**src/design/sadp_defs.svh**
```systemverilog
// Register indices, reset values, field positions and timing counts
`ifndef SADP_DEFS_SVH
`define SADP_DEFS_SVH
`define SADP_IDX_PORTCTL 16'hff91
`define SADP_IDX_MODE 16'hffa8
`define SADP_IDX_BAUD 16'hffa9
`define SADP_IDX_CTRL 16'hffaa
`define SADP_IDX_TXH 16'hffab
`define SADP_IDX_STAT 16'hffac
`define SADP_IDX_RXH 16'hffad
`define SADP_IDX_CKGATE 16'hfffa
`define SADP_IDX_IRQST 16'hffb0
`define SADP_IDX_IRQMSK 16'hffb1
`define SADP_RST_PORTCTL 8'hc0
`define SADP_RST_MODE 8'h00
`define SADP_RST_BAUD 8'hff
`define SADP_RST_CTRL 8'h00
`define SADP_RST_TXH 8'hff
`define SADP_RST_STAT 8'h84
`define SADP_RST_RXH 8'h00
`define SADP_RST_CKGATE 8'hff
`define SADP_CTRL_TE 5
`define SADP_CTRL_RE 4
`define SADP_CTRL_CKE1 1
`define SADP_ST_TX_EMPTY_FLAG 7
`define SADP_ST_RDRF 6
`define SADP_ST_OER 5
`define SADP_ST_FER 4
`define SADP_ST_PER 3
`define SADP_ST_TEND 2
`define SADP_CKGATE_BIT 5
`define SADP_IRQ_TX_EMPTY_FLAG 0
`define SADP_IRQ_RDRF 1
`define SADP_IRQ_OER 2
`define SADP_IRQ_FER 3
`define SADP_IRQ_PER 4
`define SADP_IRQ_TEND 5
`define SADP_OVS_LAST 4'hf
`define SADP_OVS_MID 4'h7
`endif

```
**src/design/sadp_pkg.sv**
```systemverilog
// Types shared by the serial data path
package sadp_pkg;
  typedef struct packed {
    logic com;
    logic chr;
    logic pe;
    logic pm;
    logic stop;
    logic mp;
    logic [1:0] cks;
  } sadp_mode_s;
  typedef enum logic [4:0] {
    SADP_IDLE = 5'h01,
    SADP_START = 5'h02,
    SADP_DATA = 5'h04,
    SADP_PAR = 5'h08,
    SADP_STOP = 5'h10
  } sadp_state_e;
  typedef struct packed {
    logic psel;
    logic penable;
    logic pwrite;
    logic [17:0] paddr;
    logic [31:0] pwdata;
  } sadp_apb_req_s;
endpackage : sadp_pkg

```
**src/design/sadp_top.sv**
```systemverilog
// Serial unit data path: shifters, holding registers, mode select, APB slave
// Overview of operation
// - Receive pin bits enter rx_shifter lsb first and build a byte.
// - A finished byte moves to rx_holding with no software action.
// - rx_shifter and rx_holding double buffer so reception continues.
// - rx_holding is 8 bits and read only; writes leave it unchanged.
// - rx_holding clears to 00 on reset, standby and module standby.
// - tx_shifter loads from tx_holding and drives the tx pin lsb first.
// - After a byte the next one loads and starts, never while empty flag is 1.
// - Neither shifter can be read or written by software.
// - An empty tx_shifter takes the pending byte; early writes give back to back.
// - tx_holding is 8 bits, resets to ff on reset and standby, RW except in standby or module standby.
// - The mode register clears to 00 on reset and standby entry.
// - The mode register is readable at any time and writable except in standby or module standby.
// - Mode bit 7 selects asynchronous (0) or clocked synchronous (1).
// - Async length is 8 or 7 bits by char_length_select; sync is always 8.
// - Reception checks only the first stop bit; a following 0 is a start.
//
// Local design decision: register access over APB.
`timescale 1ns/1ps
`include "sadp_defs.svh"
`default_nettype none
module sadp_top (
  // Clock and reset
  input wire logic pclk,
  input wire logic presetn,
  // APB slave
  input wire sadp_pkg::sadp_apb_req_s apb_req,
  output logic [31:0] prdata,
  output logic pready,
  output logic pslverr,
  // Power control
  input wire logic standby_req,
  // Serial pins
  input wire logic serial_rx_pin,
  output logic serial_tx_pin,
  input wire logic serial_clock_pin_in,
  output logic serial_clock_pin_out,
  output logic serial_clock_pin_oe,
  // Interrupt
  output logic irq
);
  import sadp_pkg::*;

  logic [7:0] serial_port_control;
  sadp_mode_s serial_mode_format;
  logic [7:0] baud_divisor;
  logic [7:0] serial_control;
  logic [7:0] tx_holding;
  logic [7:0] serial_status;
  logic [7:0] rx_holding;
  logic [7:0] module_clock_gate_1;
  logic [5:0] irq_status;
  logic [5:0] irq_mask;
  logic [7:0] rx_shifter;
  logic [7:0] tx_shifter;

  // Bus decode
  logic acc, done, wr_done;
  logic [15:0] idx;
  logic [7:0] wd;
  logic [7:0] rd_mux;
  logic rd_hit;
  assign acc = apb_req.psel & apb_req.penable;
  assign done = acc & pready;
  assign wr_done = done & apb_req.pwrite & ~pslverr;
  assign idx = apb_req.paddr[17:2];
  assign wd = apb_req.pwdata[7:0];

  // Shifters are absent from the map on purpose
  always_comb begin
    rd_hit = 1'b1;
    rd_mux = 8'h00;
    unique case (idx)
      `SADP_IDX_PORTCTL: rd_mux = serial_port_control;
      `SADP_IDX_MODE: rd_mux = serial_mode_format;
      `SADP_IDX_BAUD: rd_mux = baud_divisor;
      `SADP_IDX_CTRL: rd_mux = serial_control;
      `SADP_IDX_TXH: rd_mux = tx_holding;
      `SADP_IDX_STAT: rd_mux = serial_status;
      `SADP_IDX_RXH: rd_mux = rx_holding;
      `SADP_IDX_CKGATE: rd_mux = module_clock_gate_1;
      `SADP_IDX_IRQST: rd_mux = {2'b00, irq_status};
      `SADP_IDX_IRQMSK: rd_mux = {2'b00, irq_mask};
      default: rd_hit = 1'b0;
    endcase
  end

  // One wait state; data and error captured before completion
  always_ff @(posedge pclk or negedge presetn) begin
    if (!presetn) begin
      pready <= 1'b0;
      prdata <= 32'h0000_0000;
      pslverr <= 1'b0;
    end else begin
      pready <= acc & ~pready;
      if (acc & ~pready) begin
        prdata <= {24'h00_0000, rd_mux};
        pslverr <= ~rd_hit;
      end
    end
  end

  function automatic logic wr_to(input logic [15:0] i);
    wr_to = wr_done && idx == i;
  endfunction

  // Standby or gated module clock puts the unit in its initial state
  logic init;
  assign init = standby_req | ~module_clock_gate_1[`SADP_CKGATE_BIT];

  always_ff @(posedge pclk or negedge presetn) begin
    if (!presetn) begin
      serial_port_control <= `SADP_RST_PORTCTL;
      baud_divisor <= `SADP_RST_BAUD;
      module_clock_gate_1 <= `SADP_RST_CKGATE;
      irq_mask <= 6'h00;
    end else begin
      if (wr_to(`SADP_IDX_PORTCTL)) serial_port_control <= wd;
      if (wr_to(`SADP_IDX_BAUD)) baud_divisor <= wd;
      if (wr_to(`SADP_IDX_CKGATE)) module_clock_gate_1 <= wd;
      if (wr_to(`SADP_IDX_IRQMSK)) irq_mask <= wd[5:0];
    end
  end

  always_ff @(posedge pclk or negedge presetn) begin
    if (!presetn) begin
      serial_mode_format <= `SADP_RST_MODE;
      serial_control <= `SADP_RST_CTRL;
    end else if (init) begin
      serial_mode_format <= `SADP_RST_MODE;
      serial_control <= `SADP_RST_CTRL;
    end else begin
      if (wr_to(`SADP_IDX_MODE)) serial_mode_format <= wd;
      if (wr_to(`SADP_IDX_CTRL)) serial_control <= wd;
    end
  end

  logic sync_mode, te, re, ext_clk, len8;
  assign sync_mode = serial_mode_format.com;
  assign te = serial_control[`SADP_CTRL_TE];
  assign re = serial_control[`SADP_CTRL_RE];
  assign ext_clk = serial_control[`SADP_CTRL_CKE1];
  assign len8 = sync_mode | ~serial_mode_format.chr;

  // Pin synchronisers
  logic [1:0] rx_sync;
  logic [2:0] sck_sync;
  always_ff @(posedge pclk or negedge presetn) begin
    if (!presetn) begin
      rx_sync <= 2'b11;
      sck_sync <= 3'b111;
    end else begin
      rx_sync <= {rx_sync[0], serial_rx_pin};
      sck_sync <= {sck_sync[1:0], serial_clock_pin_in};
    end
  end
  logic rx_s;
  assign rx_s = rx_sync[1];

  // Prescaler and divisor give a 16x oversample tick
  logic [6:0] pre_cnt, pre_lim;
  logic [7:0] baud_counter;
  logic pre_tick, tick;
  always_comb begin
    unique case (serial_mode_format.cks)
      2'b00: pre_lim = 7'h00;
      2'b01: pre_lim = 7'h01;
      2'b10: pre_lim = 7'h0f;
      2'b11: pre_lim = 7'h3f;
    endcase
  end
  assign pre_tick = pre_cnt >= pre_lim;
  always_ff @(posedge pclk or negedge presetn) begin
    if (!presetn) begin
      pre_cnt <= 7'h00;
      baud_counter <= 8'h00;
      tick <= 1'b0;
    end else begin
      pre_cnt <= pre_tick ? 7'h00 : pre_cnt + 7'h01;
      tick <= 1'b0;
      if (pre_tick) begin
        if (baud_counter >= baud_divisor) begin
          baud_counter <= 8'h00;
          tick <= 1'b1;
        end else begin
          baud_counter <= baud_counter + 8'h01;
        end
      end
    end
  end

  // Synchronous clock: internal half bit is 8 ticks, idles high
  logic [2:0] half_cnt;
  logic int_fall, int_rise, ext_fall, ext_rise, sclk_fall, sclk_rise;
  always_ff @(posedge pclk or negedge presetn) begin
    if (!presetn) begin
      half_cnt <= 3'h0;
      serial_clock_pin_out <= 1'b1;
      serial_clock_pin_oe <= 1'b0;
      int_fall <= 1'b0;
      int_rise <= 1'b0;
    end else begin
      serial_clock_pin_oe <= sync_mode & ~ext_clk;
      int_fall <= 1'b0;
      int_rise <= 1'b0;
      if (!(sync_mode & ~ext_clk & (te | re))) begin
        half_cnt <= 3'h0;
        serial_clock_pin_out <= 1'b1;
      end else if (tick) begin
        half_cnt <= half_cnt + 3'h1;
        if (half_cnt == 3'h7) begin
          serial_clock_pin_out <= ~serial_clock_pin_out;
          int_fall <= serial_clock_pin_out;
          int_rise <= ~serial_clock_pin_out;
        end
      end
    end
  end
  assign ext_fall = sck_sync[2] & ~sck_sync[1];
  assign ext_rise = ~sck_sync[2] & sck_sync[1];
  assign sclk_fall = ext_clk ? ext_fall : int_fall;
  assign sclk_rise = ext_clk ? ext_rise : int_rise;

  // Transmitter
  sadp_state_e tx_st;
  logic [3:0] tx_cnt;
  logic [2:0] tx_bitn;
  logic tx_par, tx_stop2, tx_load;
  logic tx_tick_end, tx_last, tx_empty_flag, tx_more;
  assign tx_empty_flag = serial_status[`SADP_ST_TX_EMPTY_FLAG];
  assign tx_tick_end = tick && tx_cnt == `SADP_OVS_LAST;
  assign tx_last = tx_bitn == (len8 ? 3'h7 : 3'h6);
  assign tx_more = te & ~tx_empty_flag;
  logic tx_end_ev;

  always_ff @(posedge pclk or negedge presetn) begin
    if (!presetn) begin
      tx_st <= SADP_IDLE;
      tx_cnt <= 4'h0;
      tx_bitn <= 3'h0;
      tx_shifter <= 8'hff;
      tx_par <= 1'b0;
      tx_stop2 <= 1'b0;
      serial_tx_pin <= 1'b1;
      tx_load <= 1'b0;
      tx_end_ev <= 1'b0;
    end else begin
      tx_load <= 1'b0;
      tx_end_ev <= 1'b0;
      if (tick) tx_cnt <= tx_cnt + 4'h1;
      if (init | ~te) begin
        tx_st <= SADP_IDLE;
        serial_tx_pin <= 1'b1;
      end else if (sync_mode) begin
        // Bits change on the falling clock edge
        if (sclk_fall) begin
          if ((tx_st == SADP_IDLE || tx_last) && tx_more) begin
            serial_tx_pin <= tx_holding[0];
            tx_shifter <= {1'b1, tx_holding[7:1]};
            tx_bitn <= 3'h0;
            tx_load <= 1'b1;
            tx_st <= SADP_DATA;
          end else if (tx_st == SADP_DATA && tx_last) begin
            serial_tx_pin <= 1'b1;
            tx_end_ev <= 1'b1;
            tx_st <= SADP_IDLE;
          end else if (tx_st == SADP_DATA) begin
            serial_tx_pin <= tx_shifter[0];
            tx_shifter <= {1'b1, tx_shifter[7:1]};
            tx_bitn <= tx_bitn + 3'h1;
          end
        end
      end else begin
        unique case (tx_st)
          SADP_IDLE: if (tx_more) begin
            tx_shifter <= tx_holding;
            tx_load <= 1'b1;
            tx_cnt <= 4'h0;
            serial_tx_pin <= 1'b0;
            tx_st <= SADP_START;
          end
          SADP_START, SADP_DATA: if (tx_tick_end) begin
            if (tx_st == SADP_DATA && tx_last) begin
              serial_tx_pin <= serial_mode_format.pe ? tx_par ^ serial_mode_format.pm : 1'b1;
              tx_stop2 <= serial_mode_format.stop;
              tx_st <= serial_mode_format.pe ? SADP_PAR : SADP_STOP;
            end else begin
              serial_tx_pin <= tx_shifter[0];
              tx_par <= (tx_st == SADP_START ? 1'b0 : tx_par) ^ tx_shifter[0];
              tx_shifter <= {1'b1, tx_shifter[7:1]};
              tx_bitn <= tx_st == SADP_START ? 3'h0 : tx_bitn + 3'h1;
              tx_st <= SADP_DATA;
            end
          end
          SADP_PAR: if (tx_tick_end) begin
            serial_tx_pin <= 1'b1;
            tx_st <= SADP_STOP;
          end
          SADP_STOP: if (tx_tick_end) begin
            if (tx_stop2) begin
              tx_stop2 <= 1'b0;
            end else if (tx_more) begin
              // Back to back: next start bit follows the stop bit
              tx_shifter <= tx_holding;
              tx_load <= 1'b1;
              serial_tx_pin <= 1'b0;
              tx_st <= SADP_START;
            end else begin
              tx_end_ev <= 1'b1;
              tx_st <= SADP_IDLE;
            end
          end
          default: tx_st <= SADP_IDLE;
        endcase
      end
    end
  end

  // Receiver
  sadp_state_e rx_st;
  logic [3:0] rx_cnt;
  logic [2:0] rx_bitn;
  logic rx_par, rx_per, rx_done, rx_fer;
  logic rx_mid, rx_last;
  logic [7:0] rx_byte;
  assign rx_mid = tick && rx_cnt == `SADP_OVS_LAST;
  assign rx_last = rx_bitn == (len8 ? 3'h7 : 3'h6);
  assign rx_byte = len8 ? rx_shifter : {1'b0, rx_shifter[7:1]};

  always_ff @(posedge pclk or negedge presetn) begin
    if (!presetn) begin
      rx_st <= SADP_IDLE;
      rx_cnt <= 4'h0;
      rx_bitn <= 3'h0;
      rx_shifter <= 8'h00;
      rx_par <= 1'b0;
      rx_per <= 1'b0;
      rx_fer <= 1'b0;
      rx_done <= 1'b0;
    end else begin
      rx_done <= 1'b0;
      if (tick) rx_cnt <= rx_cnt + 4'h1;
      if (init | ~re) begin
        rx_st <= SADP_IDLE;
      end else if (sync_mode) begin
        rx_per <= 1'b0;
        rx_fer <= 1'b0;
        if (rx_st != SADP_DATA) begin
          rx_st <= SADP_DATA;
          rx_bitn <= 3'h0;
        end else if (sclk_rise) begin
          rx_shifter <= {rx_s, rx_shifter[7:1]};
          rx_bitn <= rx_bitn + 3'h1;
          rx_done <= rx_bitn == 3'h7;
        end
      end else begin
        unique case (rx_st)
          SADP_IDLE: if (!rx_s) begin
            rx_cnt <= 4'h0;
            rx_st <= SADP_START;
          end
          SADP_START: if (tick && rx_cnt == `SADP_OVS_MID) begin
            // A glitch shorter than half a bit is not a start
            rx_cnt <= 4'h0;
            rx_bitn <= 3'h0;
            rx_par <= 1'b0;
            rx_st <= rx_s ? SADP_IDLE : SADP_DATA;
          end
          SADP_DATA: if (rx_mid) begin
            rx_shifter <= {rx_s, rx_shifter[7:1]};
            rx_par <= rx_par ^ rx_s;
            rx_bitn <= rx_bitn + 3'h1;
            if (rx_last) rx_st <= serial_mode_format.pe ? SADP_PAR : SADP_STOP;
          end
          SADP_PAR: if (rx_mid) begin
            rx_par <= rx_par ^ rx_s;
            rx_st <= SADP_STOP;
          end
          SADP_STOP: if (rx_mid) begin
            // Only the first stop bit is looked at
            rx_per <= serial_mode_format.pe & (rx_par ^ serial_mode_format.pm);
            rx_fer <= ~rx_s;
            rx_done <= 1'b1;
            rx_st <= SADP_IDLE;
          end
          default: rx_st <= SADP_IDLE;
        endcase
      end
    end
  end

  // Byte moves to the holding register unless the last one is unread
  logic rdrf, rx_take;
  assign rdrf = serial_status[`SADP_ST_RDRF];
  assign rx_take = rx_done & ~rdrf;
  always_ff @(posedge pclk or negedge presetn) begin
    if (!presetn) begin
      rx_holding <= `SADP_RST_RXH;
      tx_holding <= `SADP_RST_TXH;
    end else if (init) begin
      rx_holding <= `SADP_RST_RXH;
      tx_holding <= `SADP_RST_TXH;
    end else begin
      // rx_holding takes no bus writes
      if (rx_take) rx_holding <= rx_byte;
      if (wr_to(`SADP_IDX_TXH)) tx_holding <= wd;
    end
  end

  // Status flags: hardware set wins over a software clear
  logic [5:0] ev;
  logic [7:0] st_clr, st_set;
  assign ev[`SADP_IRQ_TX_EMPTY_FLAG] = tx_load;
  assign ev[`SADP_IRQ_RDRF] = rx_take;
  assign ev[`SADP_IRQ_OER] = rx_done & rdrf;
  assign ev[`SADP_IRQ_FER] = rx_take & rx_fer;
  assign ev[`SADP_IRQ_PER] = rx_take & rx_per;
  assign ev[`SADP_IRQ_TEND] = tx_end_ev;
  always_comb begin
    st_clr = 8'h00;
    st_set = 8'h00;
    if (wr_to(`SADP_IDX_STAT)) st_clr[6:3] = ~wd[6:3];
    if (wr_to(`SADP_IDX_TXH)) begin
      st_clr[`SADP_ST_TX_EMPTY_FLAG] = 1'b1;
      st_clr[`SADP_ST_TEND] = 1'b1;
    end
    st_set[`SADP_ST_TX_EMPTY_FLAG] = ev[`SADP_IRQ_TX_EMPTY_FLAG];
    st_set[`SADP_ST_RDRF] = ev[`SADP_IRQ_RDRF];
    st_set[`SADP_ST_OER] = ev[`SADP_IRQ_OER];
    st_set[`SADP_ST_FER] = ev[`SADP_IRQ_FER];
    st_set[`SADP_ST_PER] = ev[`SADP_IRQ_PER];
    st_set[`SADP_ST_TEND] = ev[`SADP_IRQ_TEND];
  end
  always_ff @(posedge pclk or negedge presetn) begin
    if (!presetn) begin
      serial_status <= `SADP_RST_STAT;
    end else if (init) begin
      serial_status <= `SADP_RST_STAT;
    end else begin
      serial_status <= (serial_status & ~st_clr) | st_set;
    end
  end

  // Sticky events; a read clears only the bits it returned
  logic [5:0] irq_clr;
  assign irq_clr = (done && !apb_req.pwrite && idx == `SADP_IDX_IRQST) ? prdata[5:0] : 6'h00;
  always_ff @(posedge pclk or negedge presetn) begin
    if (!presetn) begin
      irq_status <= 6'h00;
      irq <= 1'b0;
    end else begin
      irq_status <= (irq_status & ~irq_clr) | ev;
      irq <= |(((irq_status & ~irq_clr) | ev) & irq_mask);
    end
  end
endmodule : sadp_top
`default_nettype wire

```
**config.mk**
```make
export PLATFORM = sky130hd
export DESIGN_NAME = sadp_top
export DESIGN_NICKNAME = d
export VERILOG_FILES = /design/src/design/sadp_pkg.sv /design/src/design/sadp_top.sv
export VERILOG_INCLUDE_DIRS = /design/src /design/src/design
export SDC_FILE = /design/constraint.sdc
export NUM_CORES = 1
export LEC_CHECK = 0
export BUFFER_PORTS_ARGS = -buffer_cell sky130_fd_sc_hd__buf_2
export CAP_MARGIN = 5
export CORE_ASPECT_RATIO = 1.4
export CORE_MARGIN = 5
export CORE_UTILIZATION = 50
export DETAILED_ROUTE_END_ITERATION = 10
export PLACE_DENSITY_LB_ADDON = 0.3
export RECOVER_POWER = 50
export SLEW_MARGIN = 0
export SYNTH_ARGS = -nofsm -noshare
export SYNTH_HDL_FRONTEND = slang
export SYNTH_SLANG_ARGS = --single-unit
```
**constraint.sdc**
```tcl
create_clock -name pclk -period 6.2 [get_ports pclk]
set_clock_uncertainty 0.1 [all_clocks]
set_input_delay 1.24 -clock pclk [delete_from_list [all_inputs] [get_ports pclk]]
set_output_delay 1.24 -clock pclk [all_outputs]
set_load 0.01 [all_outputs]
```
# Word level (Yosys, flattened, before mapping)
# Index checks and enable logic that the tools add are counted.
# totals
output_inout_bits,38
reg_bits,164
in_bits,58
wordCells,373
# classes
bitwise_logic,50
n_eq_ne,67
addsub,7
order_cmp,2
n_mux,152
n_reduce_logical,48
# ops
op,count
8-bit 2-to-1 mux,26
"16-bit equality test, second input constant",10
5-bit 2-to-1 mux,21
8-bit one-hot mux with 10 select lines,1
1-bit 2-to-1 mux,63
3-bit 2-to-1 mux,17
4-bit 2-to-1 mux,11
"4-bit inequality test, second input constant",11
7-bit one-hot mux with 4 select lines,1
7-bit AND reduction,4
5-bit one-hot mux with 5 select lines,1
8-bit one-hot mux with 3 select lines,1
2-bit nonzero test,11
"3-bit inequality test, second input constant",7
5-bit one-hot mux with 4 select lines,1
5-bit AND reduction,4
1-bit inverter,18
"2-bit inequality test, second input constant",8
1-bit bitwise AND,15
1-bit logical AND,15
6-bit bitwise AND,2
"3-bit by 1-bit inequality test with 1-bit output, second input constant",4
"5-bit by 1-bit equality test with 1-bit output, second input constant",2
"5-bit by 2-bit equality test with 1-bit output, second input constant",2
other kinds (47),70

# Longest topological paths before layout
# Gate-level depths: netlist of the first run.
# depth
depth_word,10
ltp_mapped,9
ltp_nobuf,8

# Worst setup path after synthesis of the first run
# OpenSTA, ideal clock, no wires.
# synth_timing
kind,in2reg
startpoint,input port apb_req[48] (netlist name)
endpoint,register irq
cell_stages,8
setup_time_ps,126
n_path_buf,2
required_time_ps,5974
arrival_time_ps,2766
path_slack_ps,3208
cell_sequence,and4_1 > clkbuf_2 > and4_1 > and3_1 > buf_4 > a31oi_1 > a2111o_1 > a221o_1
# synth_between
elab_chain_len,8
# synth_lines
element,line,text
"start, declared",sadp_top.sv:28,"input wire sadp_pkg::sadp_apb_req_s apb_req,"
16-bit equality test,--,
1-bit logical AND (no source line),--,
6-bit 2-to-1 mux,sadp_top.sv:447,assign irq_clr = (done && !apb_req.pwrite && idx == `SADP_IDX_IRQST) ? prdata[5:0] : 6'h00;
6-bit inverter,sadp_top.sv:454,irq <= |(((irq_status & ~irq_clr) | ev) & irq_mask);
6-bit bitwise AND,sadp_top.sv:454,
6-bit OR,sadp_top.sv:454,
6-bit bitwise AND,sadp_top.sv:454,
6-bit OR reduction,sadp_top.sv:454,
"end signal, assigned",sadp_top.sv:454,
"end, declared",sadp_top.sv:41,output logic irq
# No other way between the ends.
# A chain may end at the register's enable or synchronous reset.

# Worst setup path in the final report of the first run
# layout_timing
startpoint,"register serial_mode_format, in the netlist sync_mode"
endpoint,register tx_st[2]
# layout_between
elab_chain_len,9
word_cells_on_any_way,21
cone_classes,eq/ne: 8; mux: 8; bitwise: 1; reduce/logical: 4
# layout_lines
element,line,text
"start, declared",sadp_top.sv:46,sadp_mode_s serial_mode_format;
"start signal, assigned",sadp_top.sv:128,serial_mode_format <= `SADP_RST_MODE;
"start signal, assigned",sadp_top.sv:131,serial_mode_format <= `SADP_RST_MODE;
"start signal, assigned",sadp_top.sv:134,if (wr_to(`SADP_IDX_MODE)) serial_mode_format <= wd;
1-bit OR,sadp_top.sv:144,assign len8 = sync_mode | ~serial_mode_format.chr;
1-bit 2-to-1 mux,sadp_top.sv:233,assign tx_last = tx_bitn == (len8 ? 3'h7 : 3'h6);
3-bit equality test,sadp_top.sv:233,
1-bit logical AND / 1-bit logical OR (equally long branches),"sadp_top.sv:264, sadp_top.sv:284, sadp_top.sv:258",
5-bit 2-to-1 mux / 1-bit logical AND (equally long branches),"sadp_top.sv:284, sadp_top.sv:258",
5-bit 2-to-1 mux (on tied branches),"sadp_top.sv:283, sadp_top.sv:258",
5-bit one-hot mux with 4 select lines / 5-bit 2-to-1 mux (equally long branches),"sadp_top.sv:275, sadp_top.sv:257",
5-bit 2-to-1 mux,sadp_top.sv:255,end else if (sync_mode) begin
5-bit 2-to-1 mux,sadp_top.sv:252,if (init | ~te) begin
"end signal, assigned",sadp_top.sv:287,tx_st <= serial_mode_format.pe ? SADP_PAR : SADP_STOP;
"end, declared",sadp_top.sv:226,sadp_state_e tx_st;
# Several ways; a longest one is shown, not always the timed one. The select of a mux whose other input is x is not followed.

==> impl_metrics.yaml, run 1 <==
yosys:
  syn-mean-instance-area_um2: 10.22
  synthTopCellsByArea: "dfrtp_1 (33%), dfstp_2 (13%), mux2_2 (7.0%), mux2i_1 (5.8%), nor2_1 (3.5%)"
  syn-instance-count: 871
  synth_flop_cell: "dfrtp_1"
  ys_seq_area_share_pct: 46.17
  ys_ff_latch: 162
  yosys_warnings: 0
  syn-cell-area_um2: 8902
  synth_commonest_cells: "dfrtp_1 (117), nor2_1 (84), nand2_1 (78)"
  synth_edf_count: 0
  synth_top_area_share_pct: 32.89
  synthArstFlopShare_pct: 100.0
  yosys.area.top_type: "dfrtp_1"
  synth_most_common_cell: "dfrtp_1"
  synth.distinct_cells: 76
min_path:
  min_path_type: "register to register"
global_route:
  grt_pass1_vias: 6452
  grt_pass1_wl_mm: 33.34
  overflow: 0
  grtUsageTotal_pct: 20.60
  grt_max_degree: 111
  antenna_found_initial: 0
timing:
  maxSlewViolCount: 111
  hold_violations: 0
  worst_pin_slew_ns: 2.706
  fmax_ghz: 0.2371
  period_share_pct: 68.03
  slew_headroom_pct: -80.43
  grt_setup_unrepaired: "false"
  min_period_ns: 4.218
  tns_ns: 0
  setup_slack_ns: 1.982
  report.final.setup_viol: 0
power_and_ir_drop:
  p_sw_w: 0.0004819
  ir_drop_mv: 0.2047
  clkPwrFrac_pct: 47.8
  p_seq_share_pct: 48.3
  p_per_area_nw_per_um2: 226.4
  p_int_w: 0.001736
  switching_share_pct: 21.73
  p_comb_share_pct: 3.8
  p_leak_nw: 4.397
clock_network:
  root_buffer: "clkbuf_16"
  clk_pin_slew_worst_paths_ns: 0.06
  cts_setup_buffers: 0
  cts_resized: 0
  cts_max_level: 4
  cts_made_buffers: 17
  cts_sinks: 162
  clock_path_buffers: 2
  clkLatencyLatePin_ns: 0.42
  cts_hold_buf: 0
  cts_tree: "done"
floorplanning:
  io_pins: 96
  die_height_um: 167.9
  core-area_um2: 17470
  start_util_pct: 50.95
  die_area_um2: 20610
  dieWidth_um: 122.8
  rows: 57
route:
  vias: 6783
  routed_wl_mm: 21.00
  drtAntennaViolNets: 0
  drt_first_pass_iters: 5
  wire_per_inst_um: 18.13
  drt_iter0_drc: 536
  avgViaCountPerCell: 5.858
  drc: 0
status:
  violations: "max-capacitance violations, max-slew violations"
  status: "finished with violations"
final_layout:
  multi_input_area_um2: 4427
  drive_above_1_share_pct: 19.74
  nNetsFinal: 990
  syn_to_final_growth_pct: 10.05
  regArea_um2: 4110
  insertedDiodeCount: 0
  fillCellCount: 1545
setup_path:
  rr_endpoint: "tx_st[2]$_DFFE_PN0P_"
  r2r_start: "sync_mode$_DFFE_PN0P_"
  critPathCapture: "tx_st[2]$_DFFE_PN0P_"
  cpPeakStageDelay_ns: 1.07
  slowest_stage: "clkbuf_1"
  start_kind: "register"
  crit_path_max_fanout: 33
  crit_start: "sync_mode$_DFFE_PN0P_"
  worstPathRequired_ns: 6.41
  r2r_cells: 7
  path_cells: "clkbuf_1 -> nand2b_1 -> xnor2_1 -> a21oi_1 -> a21oi_1 -> nor3_2 -> mux2_1"
  cpMostUsedCell: "a21oi_1"
  path_class: "register to register"
  cp-end-kind: "register"
  cp.arrival_ns: 4.42
  reg2reg_setup_slack_ns: 1.98
place:
  gp_congestion: 0.8934
  hpwl_mm: 15.09
  io_buffers: 45
  place_ws_ns: 2.497
job:
  cap_violations: 1
-- cells by family after synthesis --
group                      count (synthesis)  share of synthesized area, %
AOI/OAI and AO/OA                        183                         14.41
and+or+nand+nor                          285                         16.08
xor gates and xnor gates                  21                         2.066
muxes                                    108                         12.93
buffers and inverters                     88                         5.074
adders and majority gates                 23                         3.233
other                                      1                       0.04212
DFF                                      162                         46.17
-- placed cells by master (no fill, tap or decap), drive strengths merged, types with 9 or more instances in the layout --
cell type  instances
xor2              11
ha                23
dfrtp            117
o211ai             9
and3               9
a31oi             17
nor3              19
mux2i             52
nand2             80
a21oi             34
dfstp             45
nand4              9
nor2              84
conb              24
xnor2             10
a22oi             15
inv               34
buf               32
a21o              13
clkbuf            43
nand2b            10
o21ai             32
mux2              56
nand3             25
-- final cells by class --
cell class	count	area share, %
tap	236	3.014
multi-input combinational	644	45.19
timing repair buffer	50	2.401
sequential	162	41.95
clock buffer	25	5.160
inverter	34	1.303
clock inverter	7	0.9834
-- power groups by stage --
| stage | sequential [W] | combinational (W) | clock, W |
|---|---|---|---|
| 2_1_floorplan | 0.00109 | 0.0000490 | 0 |
| 3_3_place_gp | 0.00109 | 0.0000866 | 0 |
| 5_1_grt | 0.00107 | 0.0000961 | 0.00113 |
| 4_1_cts | 0.00107 | 0.0000867 | 0.00108 |
| 3_5_place_dp | 0.00109 | 0.0000867 | 0 |
| 6_report | 0.00107 | 0.0000851 | 0.00106 |
-- registers in the layout, indices dropped and copies added, names as in the netlist, 6 cells and up --
register	cells
module_clock_gate_1	8
irq_status	6
tx_shifter	8
baud_counter	8
baud_divisor	8
serial_port_control	8
serial_status	6
pre_cnt	7
rx_shifter	8
serial_mode_format	7
rx_holding	8
serial_control	8
irq_mask	6
prdata	8
tx_holding	8
-- layer usage --
| metal | wire length [um] | GRT usage, % |
|---|---|---|
| met5 | 0 | 0 |
| met3 | 1205 | 3.725 |
| met1 | 8499 | 25.45 |
| met4 | 693 | 8.528 |
| met2 | 10600 | 35.13 |
-- per-stage QoR --
step / total power, W / util [%] / area, um^2 / hold WS [ns] / cells
global placement: 0.001176 / 52.82 / 9229 / 0.2455 / 1126
CTS: 0.002239 / 56.26 / 9831 / 0.2559 / 1158
global route: 0.002295 / 56.07 / 9797 / 0.2597 / 1158
detailed placement: 0.001177 / 52.82 / 9229 / 0.2472 / 1126
finish: 0.002218 / 56.07 / 9797 / 0.2552 / 1158
floorplan: 0.001138 / - / 8989 / 0.2452 / 894
-- worst min path at each step --
stage | start | endpoint | slack, ns | cells past startpoint
global placement | sck_sync[0]$_DFF_PN1_ | sck_sync[1]$_DFF_PN1_ | 0.25 | 0
detailed placement | rx_sync[0]$_DFF_PN1_ | rx_sync[1]$_DFF_PN1_ | 0.25 | 0
floorplan | rx_sync[0]$_DFF_PN1_ | rx_sync[1]$_DFF_PN1_ | 0.25 | 0
finish | rx_sync[0]$_DFF_PN1_ | rx_sync[1]$_DFF_PN1_ | 0.26 | 0
global route | rx_sync[0]$_DFF_PN1_ | rx_sync[1]$_DFF_PN1_ | 0.26 | 0
CTS | sck_sync[0]$_DFF_PN1_ | sck_sync[1]$_DFF_PN1_ | 0.26 | 0
-- worst max-delay path: cells and delay by family (launching register included) --
kind,cells,cell delay [ns]
and+or+nand+nor,2,1.05
AOI/OAI and AO/OA,2,0.98
xor gates and xnor gates,1,0.21
buffers and inverters,1,1.07
muxes,1,0.37
DFF,1,0.31
Note: power is estimated with default switching activity, not from simulation.
==> run 2, diff against run 1 <==
--- a/config.mk
+++ b/config.mk
@@ -6,6 +6,7 @@
 export SDC_FILE = /design/constraint.sdc
 export NUM_CORES = 1
 export LEC_CHECK = 0
+export ABC_AREA = 1
 export BUFFER_PORTS_ARGS = -buffer_cell sky130_fd_sc_hd__buf_2
 export CAP_MARGIN = 5
 export CORE_ASPECT_RATIO = 1.4
==> constraint.sdc (replaced) <==
create_clock -name pclk -period 3.6 [get_ports pclk]
set_clock_uncertainty 0.1 [all_clocks]
set_input_delay 0.72 -clock pclk [delete_from_list [all_inputs] [get_ports pclk]]
set_output_delay 0.72 -clock pclk [all_outputs]
set_load 0.01 [all_outputs]
==> run 2 against run 1 <==
  * The flow still finishes with violations (max-capacitance violations, max-slew violations)
  * Sequential power rose by 71%
  * Power rose by 63%
  * Core utilization fell by 0.97 points
  * Highest routed layer unchanged
  * Flip-flop and latch count did not move
  * Die area rose by 4.0%
  * Worst hold slack improved by 0.0015 ns
  * Register-to-register slack got worse by 0.70 ns
  * Synthesized area rose by 4.3%
  * Wire length rose by 10%
  * First-iteration DRC count rose by 24%
  * Clock-buffer cell count fell by 7
  * Via count rose by 17%
==> impl_metrics.yaml, run 2 <==
timing:
  slew_headroom_pct: -11.76
  period_share_pct: 69.01
  fmax_ghz: 0.4025
  worst_pin_slew_ns: 1.676
  hold_violations: 0
  whs_ns: 0.2567
  maxSlewViolCount: 68
  report.final.setup_viol: 0
  tns_ns: 0
  min_period_ns: 2.484
  grt_setup_unrepaired: "false"
final_layout:
  drive_above_1_share_pct: 15.97
  final_cell_mix: "nand2_1 (342), inv_1 (121), dfrtp_1 (117), nand3_1 (106), nor2_1 (84)"
  insertedDiodeCount: 0
  design_area_um2: 10170
  instances_no_fill: 1515
  fillCellCount: 1726
  regArea_um2: 4110
  final_common_cell: "nand2_1"
  multi_input_area_um2: 4390
  syn_to_final_growth_pct: 9.543
  nNetsFinal: 1339
  fin_util_pct: 55.10
yosys:
  yosys.area.top_type: "dfrtp_1"
  synthTopCellsByArea: "dfrtp_1 (32%), nand2_1 (14%), dfstp_2 (13%), nand3_1 (5.7%), inv_1 (4.9%)"
  synth_edf_count: 0
  ys_ff_latch: 162
  synth_top_area_share_pct: 31.54
  syn-mean-instance-area_um2: 7.646
  synth_commonest_cells: "nand2_1 (342), inv_1 (121), dfrtp_1 (117)"
  ys_seq_area_share_pct: 44.28
  syn-instance-count: 1214
  syn-cell-area_um2: 9283
  synth_flop_cell: "dfrtp_1"
  synthArstFlopShare_pct: 100.0
  synth.distinct_cells: 47
  yosys_warnings: 0
  synth_most_common_cell: "nand2_1"
clock_network:
  clock_path_buffers: 2
  root_buffer: "clkbuf_16"
  cts_made_buffers: 17
  clkLatencyLatePin_ns: 0.42
  cts_hold_buf: 0
  clk_pin_slew_worst_paths_ns: 0.06
  cts_tree: "done"
  cts_resized: 0
  cts_setup_buffers: 0
  cts_max_level: 4
  cts_sinks: 162
setup_path:
  cp.arrival_ns: 2.82
  cpMostUsedCell: "clkbuf_2"
  crit_path_max_fanout: 68
  cp-end-kind: "async pin"
  cpPeakStageDelay_ns: 1.18
  cp.buffers_inverters: 2
  path_class: "primary input to async pin"
  path_cells: "clkbuf_2 -> clkbuf_2"
  slowest_stage: "clkbuf_2"
  worstPathRequired_ns: 3.93
  start_kind: "primary input"
  path_delay_family: "buffers and inverters"
place:
  postPlaceCellArea_um2: 9646
  dp.cells: 1483
  hpwl_mm: 17.58
  gp_congestion: 0.9455
  io_buffers: 45
floorplanning:
  die_area_um2: 21430
  die_height_um: 171.2
  dieWidth_um: 125.2
  start_util_pct: 50.30
  core-area_um2: 18460
  rows: 59
  io_pins: 96
route:
  routed_wl_mm: 23.12
  drt_first_pass_iters: 5
  drc: 0
  vias: 7970
  drt_iter0_drc: 666
  wire_per_inst_um: 15.26
  drtAntennaViolNets: 0
  avgViaCountPerCell: 5.261
power_and_ir_drop:
  p_leak_nw: 4.973
  ir_drop_mv: 0.3115
  p_per_area_nw_per_um2: 354.7
global_route:
  grt_max_degree: 69
  antenna_found_initial: 0
  overflow: 0
  grt_pass1_vias: 7653
  grtUsageTotal_pct: 21.85
  grt_pass1_wl_mm: 37.76
min_path:
  min_path_type: "register to register"
job:
  cap_violations: 1
status:
  violations: "max-capacitance violations, max-slew violations"
  status: "finished with violations"
==> run 2: cell count changes in the layout (fill, tap and decap cells not counted), moves of 52 or more <==
cell / change
inv_1: +88
nand2_1: +264
nand3_1: +81
o21ai_1: +69
mux2_2: -54
mux2i_1: -52
==> run 2: layer usage <==
| layer | global-route usage, % | vias to the layer above | share of wire (%) |
|---|---|---|---|
| li1 | - | 3991 | - |
| met2 | 38.52 | 243 | 49 |
| met5 | 0 | - | 0 |
| met3 | 3.541 | 62 | 5.0 |
| met1 | 25.53 | 3674 | 40 |
| met4 | 11.98 | 0 | 5.4 |
==> run 2: logic make-up after synthesis <==
logic type / after synthesis / synth area share (%)
flip-flops: 162 / 44.28
AO/OA/AOI/OAI: 182 / 10.32
adder cells (fa/ha/maj): 23 / 3.100
buffers and inverters: 192 / 9.354
AND/OR/NAND/NOR: 641 / 31.65
XOR/XNOR: 12 / 1.132
other: 1 / 0.04040
multiplexers: 1 / 0.1213
==> run 2: power breakdown <==
| part | switching, W | total [W] | internal, W | leakage (nW) |
|---|---|---|---|---|
| clock | 0.000769 | 0.00166 | 0.000892 | 0.266 |
| combinational | 0.0000890 | 0.000113 | 0.0000242 | 2.67 |
| sequential | 0.00000388 | 0.00183 | 0.00183 | 2.04 |
| total | 0.000861 | 0.00361 | 0.00275 | 4.97 |
==> run 2: through the flow <==
| step | setup slack [ns] | total power, W |
|---|---|---|
| 6_report | 1.116 | 0.003607 |
| 5_1_grt | 0.6330 | 0.003730 |
| 4_1_cts | 1.276 | 0.003642 |
| 3_5_place_dp | 0.9670 | 0.001983 |
| 3_3_place_gp | 1.007 | 0.001982 |
| 2_1_floorplan | 1.633 | 0.001923 |
==> run 2: path summary, 6_finish.rpt <==
path | slack, ns | cells after the start | startpoint | endpoint
worst max-delay path | 1.12 | 2 | presetn | rx_holding[7]$_DFFE_PN0P_
worst min-delay path | 0.26 | 0 | rx_sync[0]$_DFF_PN1_ | rx_sync[1]$_DFF_PN1_
worst max register to register | 1.28 | 12 | sync_mode$_DFFE_PN0P_ | tx_bitn[2]$_DFFE_PN0P_
worst min register to register | 0.26 | 0 | rx_sync[0]$_DFF_PN1_ | rx_sync[1]$_DFF_PN1_
max in group pclk | 1.28 | 12 | sync_mode$_DFFE_PN0P_ | tx_bitn[2]$_DFFE_PN0P_
min in group asynchronous | 0.64 | 1 | presetn | pre_cnt[4]$_DFF_PN0_
==> run 2: cell type report <==
class / count / area share [%]
multi-input cells: 883 / 43.18
clock inverters: 14 / 1.058
repair buffers: 54 / 2.929
clock buffers: 18 / 4.221
flip-flops and latches: 162 / 40.42
well taps: 244 / 3.002
inverters: 140 / 5.193
